[src/logic/wdt_cfg.svh]
// Purpose: Constants for the windowed watchdog timer.
// Assumes: 50 MHz mclk_i, AXI4-Lite register access.
// Notes:   Definitions only.
`ifndef WDT_CFG_SVH
`define WDT_CFG_SVH

// Register byte addresses
`define WDT_ADDR_SRS        32'h0000_0000
`define WDT_ADDR_OPT1       32'h0000_0004
`define WDT_ADDR_OPT2       32'h0000_0008
`define WDT_ADDR_CNT        32'h0000_000C

// Service values
`define WDT_SVC_FIRST       16'h0055
`define WDT_SVC_SECOND      16'h00AA

// Timeout select encodings and option reset values
`define WDT_TSEL_OFF        2'h0
`define WDT_TSEL_SHORT      2'h1
`define WDT_TSEL_MID        2'h2
`define WDT_TSEL_LONG       2'h3
`define WDT_TSEL_RST        2'h3
`define WDT_CLKS_RST        1'h0
`define WDT_WIN_RST         1'h0

// Field positions
`define WDT_OPT1_TSEL_LSB   0
`define WDT_OPT1_TSEL_MSB   1
`define WDT_OPT2_CLKS_BIT   0
`define WDT_OPT2_WIN_BIT    1
`define WDT_SRS_TMO_BIT     0
`define WDT_SRS_ILL_BIT     1
`define WDT_OPT_LOCK_BIT    7

// Overflow counts on the 1 kHz source
`define WDT_LPO_OVF_SHORT   19'h00020
`define WDT_LPO_OVF_MID     19'h00100
`define WDT_LPO_OVF_LONG    19'h00400

// Overflow counts and window openings on the bus clock
`define WDT_BUS_OVF_SHORT   8192
`define WDT_BUS_OVF_MID     65536
`define WDT_BUS_OVF_LONG    262144
`define WDT_BUS_WIN_SHORT   6144
`define WDT_BUS_WIN_MID     49152
`define WDT_BUS_WIN_LONG    196608

// Timing
`define WDT_LPO_PERIOD_NS   1000000
`define WDT_CLK_PERIOD_NS   20

// AXI responses
`define WDT_RESP_OKAY       2'h0
`define WDT_RESP_SLVERR     2'h2

`endif

[src/logic/wdt_pkg.sv]
// Purpose: Types for the windowed watchdog timer.
// Assumes: Nothing beyond SystemVerilog.
// Notes:   Constants live in wdt_cfg.svh.
package wdt_pkg;
	typedef logic [31:0] axi_addr_t;
	typedef logic [31:0] axi_data_t;
	typedef logic [18:0] wdt_count_t;
	typedef enum logic [1:0] {
		SVC_IDLE  = 2'h0,
		SVC_ARMED = 2'h1
	} svc_state_t;
	typedef enum logic [2:0] {
		SEL_SRS  = 3'h0,
		SEL_OPT1 = 3'h1,
		SEL_OPT2 = 3'h3,
		SEL_CNT  = 3'h2,
		SEL_NONE = 3'h6
	} reg_sel_t;
endpackage

[src/logic/wdt_lpo_tick.sv]
// Purpose: One-cycle tick at the low power oscillator rate.
// Assumes: Divider value of at least two.
// Notes:   Restarts while clear_i is high.
`timescale 1ns/1ns
`default_nettype none
module wdt_lpo_tick #(
	parameter int unsigned DIV = 50000
) (
	input  wire logic mclk_i,
	input  wire logic sys_rst_i,
	input  wire logic clear_i,
	output logic      tick_o
);
	logic [31:0] div_cnt;

	always_ff @(posedge mclk_i) begin
		if (sys_rst_i || clear_i) begin
			div_cnt <= 32'h0;
		end else if (div_cnt == 32'(DIV - 1)) begin
			div_cnt <= 32'h0;
		end else begin
			div_cnt <= div_cnt + 32'h1;
		end
	end

	always_ff @(posedge mclk_i) begin
		if (sys_rst_i || clear_i) begin
			tick_o <= 1'b0;
		end else begin
			tick_o <= (div_cnt == 32'(DIV - 1));
		end
	end
endmodule
`default_nettype wire

[src/logic/windowed_watchdog_timer.sv]
// Purpose: Windowed watchdog with AXI4-Lite registers and a reset request pulse.
// Assumes: sys_rst_i is asserted by the system after every reset request.
// Notes:   por_rst_i clears the reset cause record as well.
`timescale 1ns/1ns
`default_nettype none
`include "wdt_cfg.svh"
module windowed_watchdog_timer #(
	parameter int unsigned LPO_TICK_CYCLES = `WDT_LPO_PERIOD_NS / `WDT_CLK_PERIOD_NS,
	parameter int unsigned BUS_OVF_SHORT   = `WDT_BUS_OVF_SHORT,
	parameter int unsigned BUS_OVF_MID     = `WDT_BUS_OVF_MID,
	parameter int unsigned BUS_OVF_LONG    = `WDT_BUS_OVF_LONG,
	parameter int unsigned BUS_WIN_SHORT   = `WDT_BUS_WIN_SHORT,
	parameter int unsigned BUS_WIN_MID     = `WDT_BUS_WIN_MID,
	parameter int unsigned BUS_WIN_LONG    = `WDT_BUS_WIN_LONG
) (
	input  wire logic              mclk_i,
	input  wire logic              sys_rst_i,
	input  wire logic              por_rst_i,
	input  wire logic              debug_active_i,
	input  wire logic              stop_active_i,
	input  wire logic              s_axi_awvalid_i,
	output logic                   s_axi_awready_o,
	input  wire wdt_pkg::axi_addr_t s_axi_awaddr_i,
	input  wire logic              s_axi_wvalid_i,
	output logic                   s_axi_wready_o,
	input  wire wdt_pkg::axi_data_t s_axi_wdata_i,
	input  wire logic [3:0]        s_axi_wstrb_i,
	output logic                   s_axi_bvalid_o,
	input  wire logic              s_axi_bready_i,
	output logic [1:0]             s_axi_bresp_o,
	input  wire logic              s_axi_arvalid_i,
	output logic                   s_axi_arready_o,
	input  wire wdt_pkg::axi_addr_t s_axi_araddr_i,
	output logic                   s_axi_rvalid_o,
	input  wire logic              s_axi_rready_i,
	output wdt_pkg::axi_data_t     s_axi_rdata_o,
	output logic [1:0]             s_axi_rresp_o,
	output logic                   wdt_reset_req_o
);
	import wdt_pkg::*;

	function automatic reg_sel_t decode(input axi_addr_t addr);
		if (addr == `WDT_ADDR_SRS) begin
			decode = SEL_SRS;
		end else if (addr == `WDT_ADDR_OPT1) begin
			decode = SEL_OPT1;
		end else if (addr == `WDT_ADDR_OPT2) begin
			decode = SEL_OPT2;
		end else if (addr == `WDT_ADDR_CNT) begin
			decode = SEL_CNT;
		end else begin
			decode = SEL_NONE;
		end
	endfunction

	function automatic wdt_count_t limit(input logic bus, input logic [1:0] sel, input logic win);
		int unsigned v;
		v = 0;
		case (sel)
			`WDT_TSEL_SHORT: v = bus ? (win ? BUS_WIN_SHORT : BUS_OVF_SHORT) : int'(`WDT_LPO_OVF_SHORT);
			`WDT_TSEL_MID:   v = bus ? (win ? BUS_WIN_MID : BUS_OVF_MID) : int'(`WDT_LPO_OVF_MID);
			default:         v = bus ? (win ? BUS_WIN_LONG : BUS_OVF_LONG) : int'(`WDT_LPO_OVF_LONG);
		endcase
		limit = wdt_count_t'(v);
	endfunction

	////////////////////////////////////////////////////////////////////////////
	// AXI4-Lite slave
	logic       aw_held;
	logic       w_held;
	axi_addr_t  aw_addr;
	axi_data_t  w_data;
	logic [3:0] w_strb;
	logic       wr_fire;
	reg_sel_t   wr_sel;
	logic       rd_fire;

	assign s_axi_awready_o = !aw_held && !s_axi_bvalid_o;
	assign s_axi_wready_o  = !w_held && !s_axi_bvalid_o;
	assign wr_fire         = aw_held && w_held && !s_axi_bvalid_o;
	assign wr_sel          = decode(aw_addr);
	assign s_axi_arready_o = !s_axi_rvalid_o;
	assign rd_fire         = s_axi_arvalid_i && s_axi_arready_o;

	always_ff @(posedge mclk_i) begin
		if (sys_rst_i || wr_fire) begin
			aw_held <= 1'b0;
		end else if (s_axi_awvalid_i && s_axi_awready_o) begin
			aw_held <= 1'b1;
		end
	end

	always_ff @(posedge mclk_i) begin
		if (sys_rst_i || wr_fire) begin
			w_held <= 1'b0;
		end else if (s_axi_wvalid_i && s_axi_wready_o) begin
			w_held <= 1'b1;
		end
	end

	always_ff @(posedge mclk_i) begin
		if (sys_rst_i) begin
			aw_addr <= 32'h0;
			w_data  <= 32'h0;
			w_strb  <= 4'h0;
		end else begin
			if (s_axi_awvalid_i && s_axi_awready_o) begin
				aw_addr <= s_axi_awaddr_i;
			end
			if (s_axi_wvalid_i && s_axi_wready_o) begin
				w_data <= s_axi_wdata_i;
				w_strb <= s_axi_wstrb_i;
			end
		end
	end

	always_ff @(posedge mclk_i) begin
		if (sys_rst_i) begin
			s_axi_bvalid_o <= 1'b0;
			s_axi_bresp_o  <= `WDT_RESP_OKAY;
		end else if (wr_fire) begin
			s_axi_bvalid_o <= 1'b1;
			s_axi_bresp_o  <= (wr_sel == SEL_NONE) ? `WDT_RESP_SLVERR : `WDT_RESP_OKAY;
		end else if (s_axi_bready_i) begin
			s_axi_bvalid_o <= 1'b0;
		end
	end

	////////////////////////////////////////////////////////////////////////////
	// Write-once configuration
	logic [1:0] timeout_select;
	logic       watchdog_clock_select;
	logic       window_mode_enable;
	logic       opt1_locked;
	logic       opt2_locked;
	logic       opt1_wr;
	logic       opt2_wr;

	assign opt1_wr = wr_fire && (wr_sel == SEL_OPT1) && w_strb[0];
	assign opt2_wr = wr_fire && (wr_sel == SEL_OPT2) && w_strb[0];

	always_ff @(posedge mclk_i) begin
		if (sys_rst_i) begin
			timeout_select <= `WDT_TSEL_RST;
			opt1_locked    <= 1'b0;
		end else if (opt1_wr && !opt1_locked) begin
			timeout_select <= w_data[`WDT_OPT1_TSEL_MSB:`WDT_OPT1_TSEL_LSB];
			opt1_locked    <= 1'b1;
		end
	end

	always_ff @(posedge mclk_i) begin
		if (sys_rst_i) begin
			watchdog_clock_select <= `WDT_CLKS_RST;
			window_mode_enable    <= `WDT_WIN_RST;
			opt2_locked           <= 1'b0;
		end else if (opt2_wr && !opt2_locked) begin
			watchdog_clock_select <= w_data[`WDT_OPT2_CLKS_BIT];
			window_mode_enable    <= w_data[`WDT_OPT2_WIN_BIT];
			opt2_locked           <= 1'b1;
		end
	end

	////////////////////////////////////////////////////////////////////////////
	// Counter, service sequence and reset request
	wdt_count_t count;
	wdt_count_t ovf_lim;
	wdt_count_t win_open;
	svc_state_t svc_state;
	logic       enabled;
	logic       freeze;
	logic       lpo_tick;
	logic       inc;
	logic       win_active;
	logic       srs_wr;
	logic       is_first;
	logic       is_second;
	logic       early;
	logic       svc_done;
	logic       timeout;
	logic       illegal;
	logic       cfg_wr;

	wdt_lpo_tick #(
		.DIV       (LPO_TICK_CYCLES)
	) u_lpo_tick (
		.mclk_i    (mclk_i),
		.sys_rst_i (sys_rst_i),
		.clear_i   (freeze),
		.tick_o    (lpo_tick)
	);

	assign enabled    = (timeout_select != `WDT_TSEL_OFF);
	assign freeze     = debug_active_i || stop_active_i;
	assign inc        = watchdog_clock_select ? 1'b1 : lpo_tick;
	assign ovf_lim    = limit(watchdog_clock_select, timeout_select, 1'b0);
	assign win_open   = limit(1'b1, timeout_select, 1'b1);
	assign win_active = watchdog_clock_select && window_mode_enable;
	assign srs_wr     = wr_fire && (wr_sel == SEL_SRS);
	assign is_first   = (w_data[15:0] == `WDT_SVC_FIRST);
	assign is_second  = (w_data[15:0] == `WDT_SVC_SECOND);
	assign early      = win_active && (count < win_open);
	assign svc_done   = enabled && srs_wr && is_second && !early && (svc_state == SVC_ARMED);
	assign timeout    = enabled && !freeze && inc && (count == ovf_lim - 19'h1);
	assign illegal    = enabled && srs_wr && (!(is_first || is_second) || early);
	assign cfg_wr     = (opt1_wr && !opt1_locked) || (opt2_wr && !opt2_locked);

	always_ff @(posedge mclk_i) begin
		if (sys_rst_i || !enabled || cfg_wr || timeout || illegal) begin
			svc_state <= SVC_IDLE;
		end else if (srs_wr && is_first) begin
			svc_state <= SVC_ARMED;
		end else if (svc_done) begin
			svc_state <= SVC_IDLE;
		end
	end

	always_ff @(posedge mclk_i) begin
		if (sys_rst_i || !enabled || cfg_wr || svc_done || timeout || illegal) begin
			count <= 19'h0;
		end else if (freeze) begin
			if (!watchdog_clock_select) begin
				count <= 19'h0;
			end
		end else if (inc) begin
			count <= count + 19'h1;
		end
	end

	always_ff @(posedge mclk_i) begin
		if (sys_rst_i) begin
			wdt_reset_req_o <= 1'b0;
		end else begin
			wdt_reset_req_o <= timeout || illegal;
		end
	end

	////////////////////////////////////////////////////////////////////////////
	// Reset cause record and read port
	logic [1:0] last_cause;
	logic [1:0] reset_status;
	logic       rst_prev;

	// First cycle of a reset, so a long reset keeps the cause
	always_ff @(posedge mclk_i) begin
		rst_prev <= sys_rst_i;
	end

	always_ff @(posedge mclk_i) begin
		if (por_rst_i) begin
			last_cause   <= 2'h0;
			reset_status <= 2'h0;
		end else if (sys_rst_i) begin
			if (!rst_prev) begin
				reset_status <= last_cause;
				last_cause   <= 2'h0;
			end
		end else if (timeout) begin
			last_cause <= 2'h1 << `WDT_SRS_TMO_BIT;
		end else if (illegal) begin
			last_cause <= 2'h1 << `WDT_SRS_ILL_BIT;
		end
	end

	always_ff @(posedge mclk_i) begin
		if (sys_rst_i) begin
			s_axi_rvalid_o <= 1'b0;
			s_axi_rdata_o  <= 32'h0;
			s_axi_rresp_o  <= `WDT_RESP_OKAY;
		end else if (rd_fire) begin
			s_axi_rvalid_o <= 1'b1;
			s_axi_rresp_o  <= `WDT_RESP_OKAY;
			case (decode(s_axi_araddr_i))
				SEL_SRS:  s_axi_rdata_o <= {30'h0, reset_status};
				SEL_OPT1: s_axi_rdata_o <= {24'h0, opt1_locked, 5'h0, timeout_select};
				SEL_OPT2: s_axi_rdata_o <= {24'h0, opt2_locked, 5'h0, window_mode_enable,
					watchdog_clock_select};
				SEL_CNT:  s_axi_rdata_o <= {13'h0, count};
				default: begin
					s_axi_rdata_o <= 32'h0;
					s_axi_rresp_o <= `WDT_RESP_SLVERR;
				end
			endcase
		end else if (s_axi_rready_i) begin
			s_axi_rvalid_o <= 1'b0;
		end
	end
endmodule
`default_nettype wire

[config.mk]
export PLATFORM = sky130hd
export DESIGN_NAME = windowed_watchdog_timer
export DESIGN_NICKNAME = d
export VERILOG_FILES = /design/src/logic/wdt_pkg.sv /design/src/logic/wdt_lpo_tick.sv /design/src/logic/windowed_watchdog_timer.sv
export VERILOG_INCLUDE_DIRS = /design/src /design/src/logic
export SDC_FILE = /design/constraint.sdc
export NUM_CORES = 1
export LEC_CHECK = 0
export ABC_AREA = 1
export BUFFER_PORTS_ARGS = -buffer_cell sky130_fd_sc_hd__buf_2
export CAP_MARGIN = 20
export CORE_AREA = 2 2 121 123
export DETAILED_ROUTE_END_ITERATION = 8
export DIE_AREA = 0 0 123 125
export GPL_ROUTABILITY_DRIVEN = 0
export PLACE_DENSITY = 0.76
export SETUP_SLACK_MARGIN = 0.4
export SYNTH_ARGS = -nofsm -noshare
export SYNTH_HDL_FRONTEND = slang
export SYNTH_HIERARCHICAL = 1
export SYNTH_SLANG_ARGS = --single-unit
[constraint.sdc]
create_clock -name mclk_i -period 3.62 [get_ports mclk_i]
set_clock_uncertainty 0.1 [all_clocks]
set_input_delay 0.181 -clock mclk_i [delete_from_list [all_inputs] [get_ports mclk_i]]
set_output_delay 0.181 -clock mclk_i [all_outputs]
set_load 0.01 [all_outputs]
==> results.json <==
{
  "outcome": "finished, final reports clean",
  "grt_pass1_wl_um": 31400,
  "synth_seq_cells": 139,
  "fmax_mhz": 376,
  "drc_errors": 0,
  "place.port_buffers": 117,
  "syn-cell-area_um2": 7230,
  "wire_per_inst_um": 12.8,
  "row_count": 44,
  "cts-buffers-inserted": 17,
  "p_leak_nw": 3.83,
  "critPathMaxFanout": 19,
  "start_util": 0.509,
  "yosysWarnings": 6,
  "multi_input_area_um2": 3810,
  "hp-class": "in -> reg",
  "setup_viol": 0,
  "r2r-start": "timeout_select[0]$_SDFFE_PP1P_",
  "clk_pin_slew_ns": 0.06,
  "grt_max_degree": 36,
  "dp.final_hpwl_um": 12600,
  "grt-ovfl-total": 0,
  "num_vias": 7430,
  "nFillCells": 1283,
  "h-tree-depth": 4,
  "cts_root_buf": "clkbuf_16",
  "antenna_cells": 0,
  "register_area_um2": 2780,
  "rsz0062_at_grt": "no",
  "final_core_util": 0.630,
  "hp-start": "sys_rst_i",
  "fin_tns_setup_ns": 0,
  "start_kind": "register",
  "worstSetupPathType": "reg -> reg",
  "clk_path_buf_depth": 2,
  "syn_inst": 1111,
  "grt_pass1_vias": 7053,
  "cp.required_ns": 3.82,
  "post-route-min-period_ns": 2.66,
  "fin_nets": 1392,
  "stdcell_count": 1467,
  "powerDensity_nw_per_um2": 406,
  "final_antenna_net_count": 0,
  "startpoint": "timeout_select[0]$_SDFFE_PP1P_",
  "worstSkewPairLatency_ns": 0.42,
  "antenna_found_initial": 0,
  "slew_viol_final": 0,
  "finalHoldViolCount": 0,
  "grt_use_total": 0.253,
  "crit_arrival_ns": 2.86,
  "cap_violations": 0,
  "drt_iter0_markers": 600,
  "cts_tree": "yes",
  "io_pins": 152,
  "dieArea_um2": 15400,
  "clock_sinks": 139,
  "synth.yosys.seq_area_share": 0.385,
  "relSlewSlack": 0.407,
  "dieHeight_um": 125,
  "dr.pass1.iters": 8,
  "fin_crit_sh": 0.734,
  "cts.repair.resized": 0,
  "power.total_mw": 3.64,
  "drive_above_1_share": 0.145,
  "core_area_um2": 14200,
  "finalWirelength_um": 18700,
  "synth.avg_cell_area_um2": 6.51,
  "viasPerCell": 5.06,
  "fp.dieW_um": 123,
  "synth_cell_types": 36,
  "placed_cells": 1383,
  "worst_pin_slew_ns": 0.888,
  "max-vdd-ir-drop_uv": 308,
  "end_kind": "register",
  "area_delta_synth_final_pct": 23.7
}
critical path, stage by stage (launching register included):
cell	delay (ns)
dfxtp_1	0.38
inv_1	0.10
ha_1	0.40
nand2_1	0.09
inv_1	0.08
nand2_1	0.05
ha_1	0.24
inv_1	0.07
nor2_1	0.04
nor2_1	0.12
nand2_1	0.06
nand3b_1	0.15
nor2_1	0.12
nand4_2	0.18
nand4_4	0.28
nor2_1	0.08
cells in the final DEF (no fill, tap or decap), types with 5 or more instances in the layout:
cell and count:
nand4_1 20, xnor2_1 9, nor2_2 7, clkbuf_16 17, nand2_2 5, nor2_4 7, nand3_1 70, o21ai_0 76
nand2_1 235, conb_1 15, nor3_1 11, a21oi_1 38, dfxtp_1 139, buf_2 117, ha_1 12, inv_1 107
a41oi_1 7, inv_2 6, xor2_1 6, nor2_1 284, dlygate4sd3_1 52
per-layer routing:
metal / up-vias / share of wire / global-route usage
met5: - / 0 / 0
met4: 0 / 0.033 / 0.114
met3: 46 / 0.041 / 0.0461
met2: 200 / 0.50 / 0.442
met1: 3356 / 0.43 / 0.298
li1: 3828 / - / -
synthesized netlist by cell type, drive strengths merged:
master	number	area, um^2
nor2	298	1190
nand2	240	913
dfxtp	139	2780
inv	113	424
o21ai	76	380
nand3	72	370
a21oi	38	190
buf	28	201
nand4	23	171
clkbuf	18	67.6
ha	12	150
nor3	12	65.1
xnor2	9	78.8
a41oi	7	61.3
xor2	6	52.6
nand3b	4	30.0
o211ai	3	22.5
or2	3	18.8
and3	2	12.5
nor4	2	12.5
o22ai	2	12.5
a21o	1	7.51
a22oi	1	7.51
conb	1	3.75
o21a	1	7.51
layout make-up:
type / instances / area share
clock buffer: 18 / 0.0491
clock inverter: 14 / 0.0151
inverter: 113 / 0.0474
multi-input combinational: 827 / 0.426
sequential: 139 / 0.311
tap: 184 / 0.0257
timing repair buffer: 172 / 0.126
power breakdown:
part           switching, mW  internal [mW]  leakage, nW
registers             0.0335           1.59         1.13
logic                  0.195          0.143         2.42
clock network          0.701          0.974        0.275
total                  0.929           2.71         3.83
sequential cells by signal (all words and copies together), names as in the netlist:
name	cells
aw_addr	32
u_lpo_tick/div_cnt	32
count	19
s_axi_rdata_o	19
w_data	16
last_cause	2
reset_status	2
timeout_select	2
aw_held	1
opt1_locked	1
opt2_locked	1
rst_prev	1
s_axi_bresp_o	1
s_axi_bvalid_o	1
s_axi_rresp_o	1
s_axi_rvalid_o	1
svc_state	1
u_lpo_tick/tick_o	1
w_held	1
w_strb	1
watchdog_clock_select	1
wdt_reset_req_o	1
window_mode_enable	1
stage by stage:
stage | hold slack (ns) | setup slack (ns) | area [um^2]
finish | 0.0840 | 0.962 | 8950
global route | 0.0792 | 0.700 | 8950
CTS | 0.0637 | 0.932 | 8950
detailed placement | 0.302 | 0.955 | 7860
global placement | 0.295 | 0.976 | 7860
floorplan | 0.109 | 1.23 | 7290
kinds of logic after synthesis:
group | count (synthesis) | share of synthesized area
buffers and inverters | 159 | 0.0958
DFF | 139 | 0.385
other | 1 | 0.000518
xor gates and xnor gates | 15 | 0.0182
adders and majority gates | 12 | 0.0208
and+or+nand+nor | 656 | 0.385
AOI/OAI and AO/OA | 129 | 0.0953
worst paths after layout:
path | cells past startpoint | end | slack [ns]
max | 15 | count[7]$_SDFFE_PP0P_ | 0.96
min | 1 | rst_prev$_DFF_P_ | 0.08
max reg2reg | 15 | count[7]$_SDFFE_PP0P_ | 0.96
min reg2reg | 1 | u_lpo_tick/div_cnt[0]$_SDFF_PP0_ | 0.35
repair_timing:
| action | 4_1_cts | 5_1_grt |
|---|---|---|
| hold endpoints to repair | 55 | 0 |
| hold buffers | 52 | 0 |
| buffers inserted | 0 | 0 |
No activity file was read; power rests on OpenSTA's default activity.
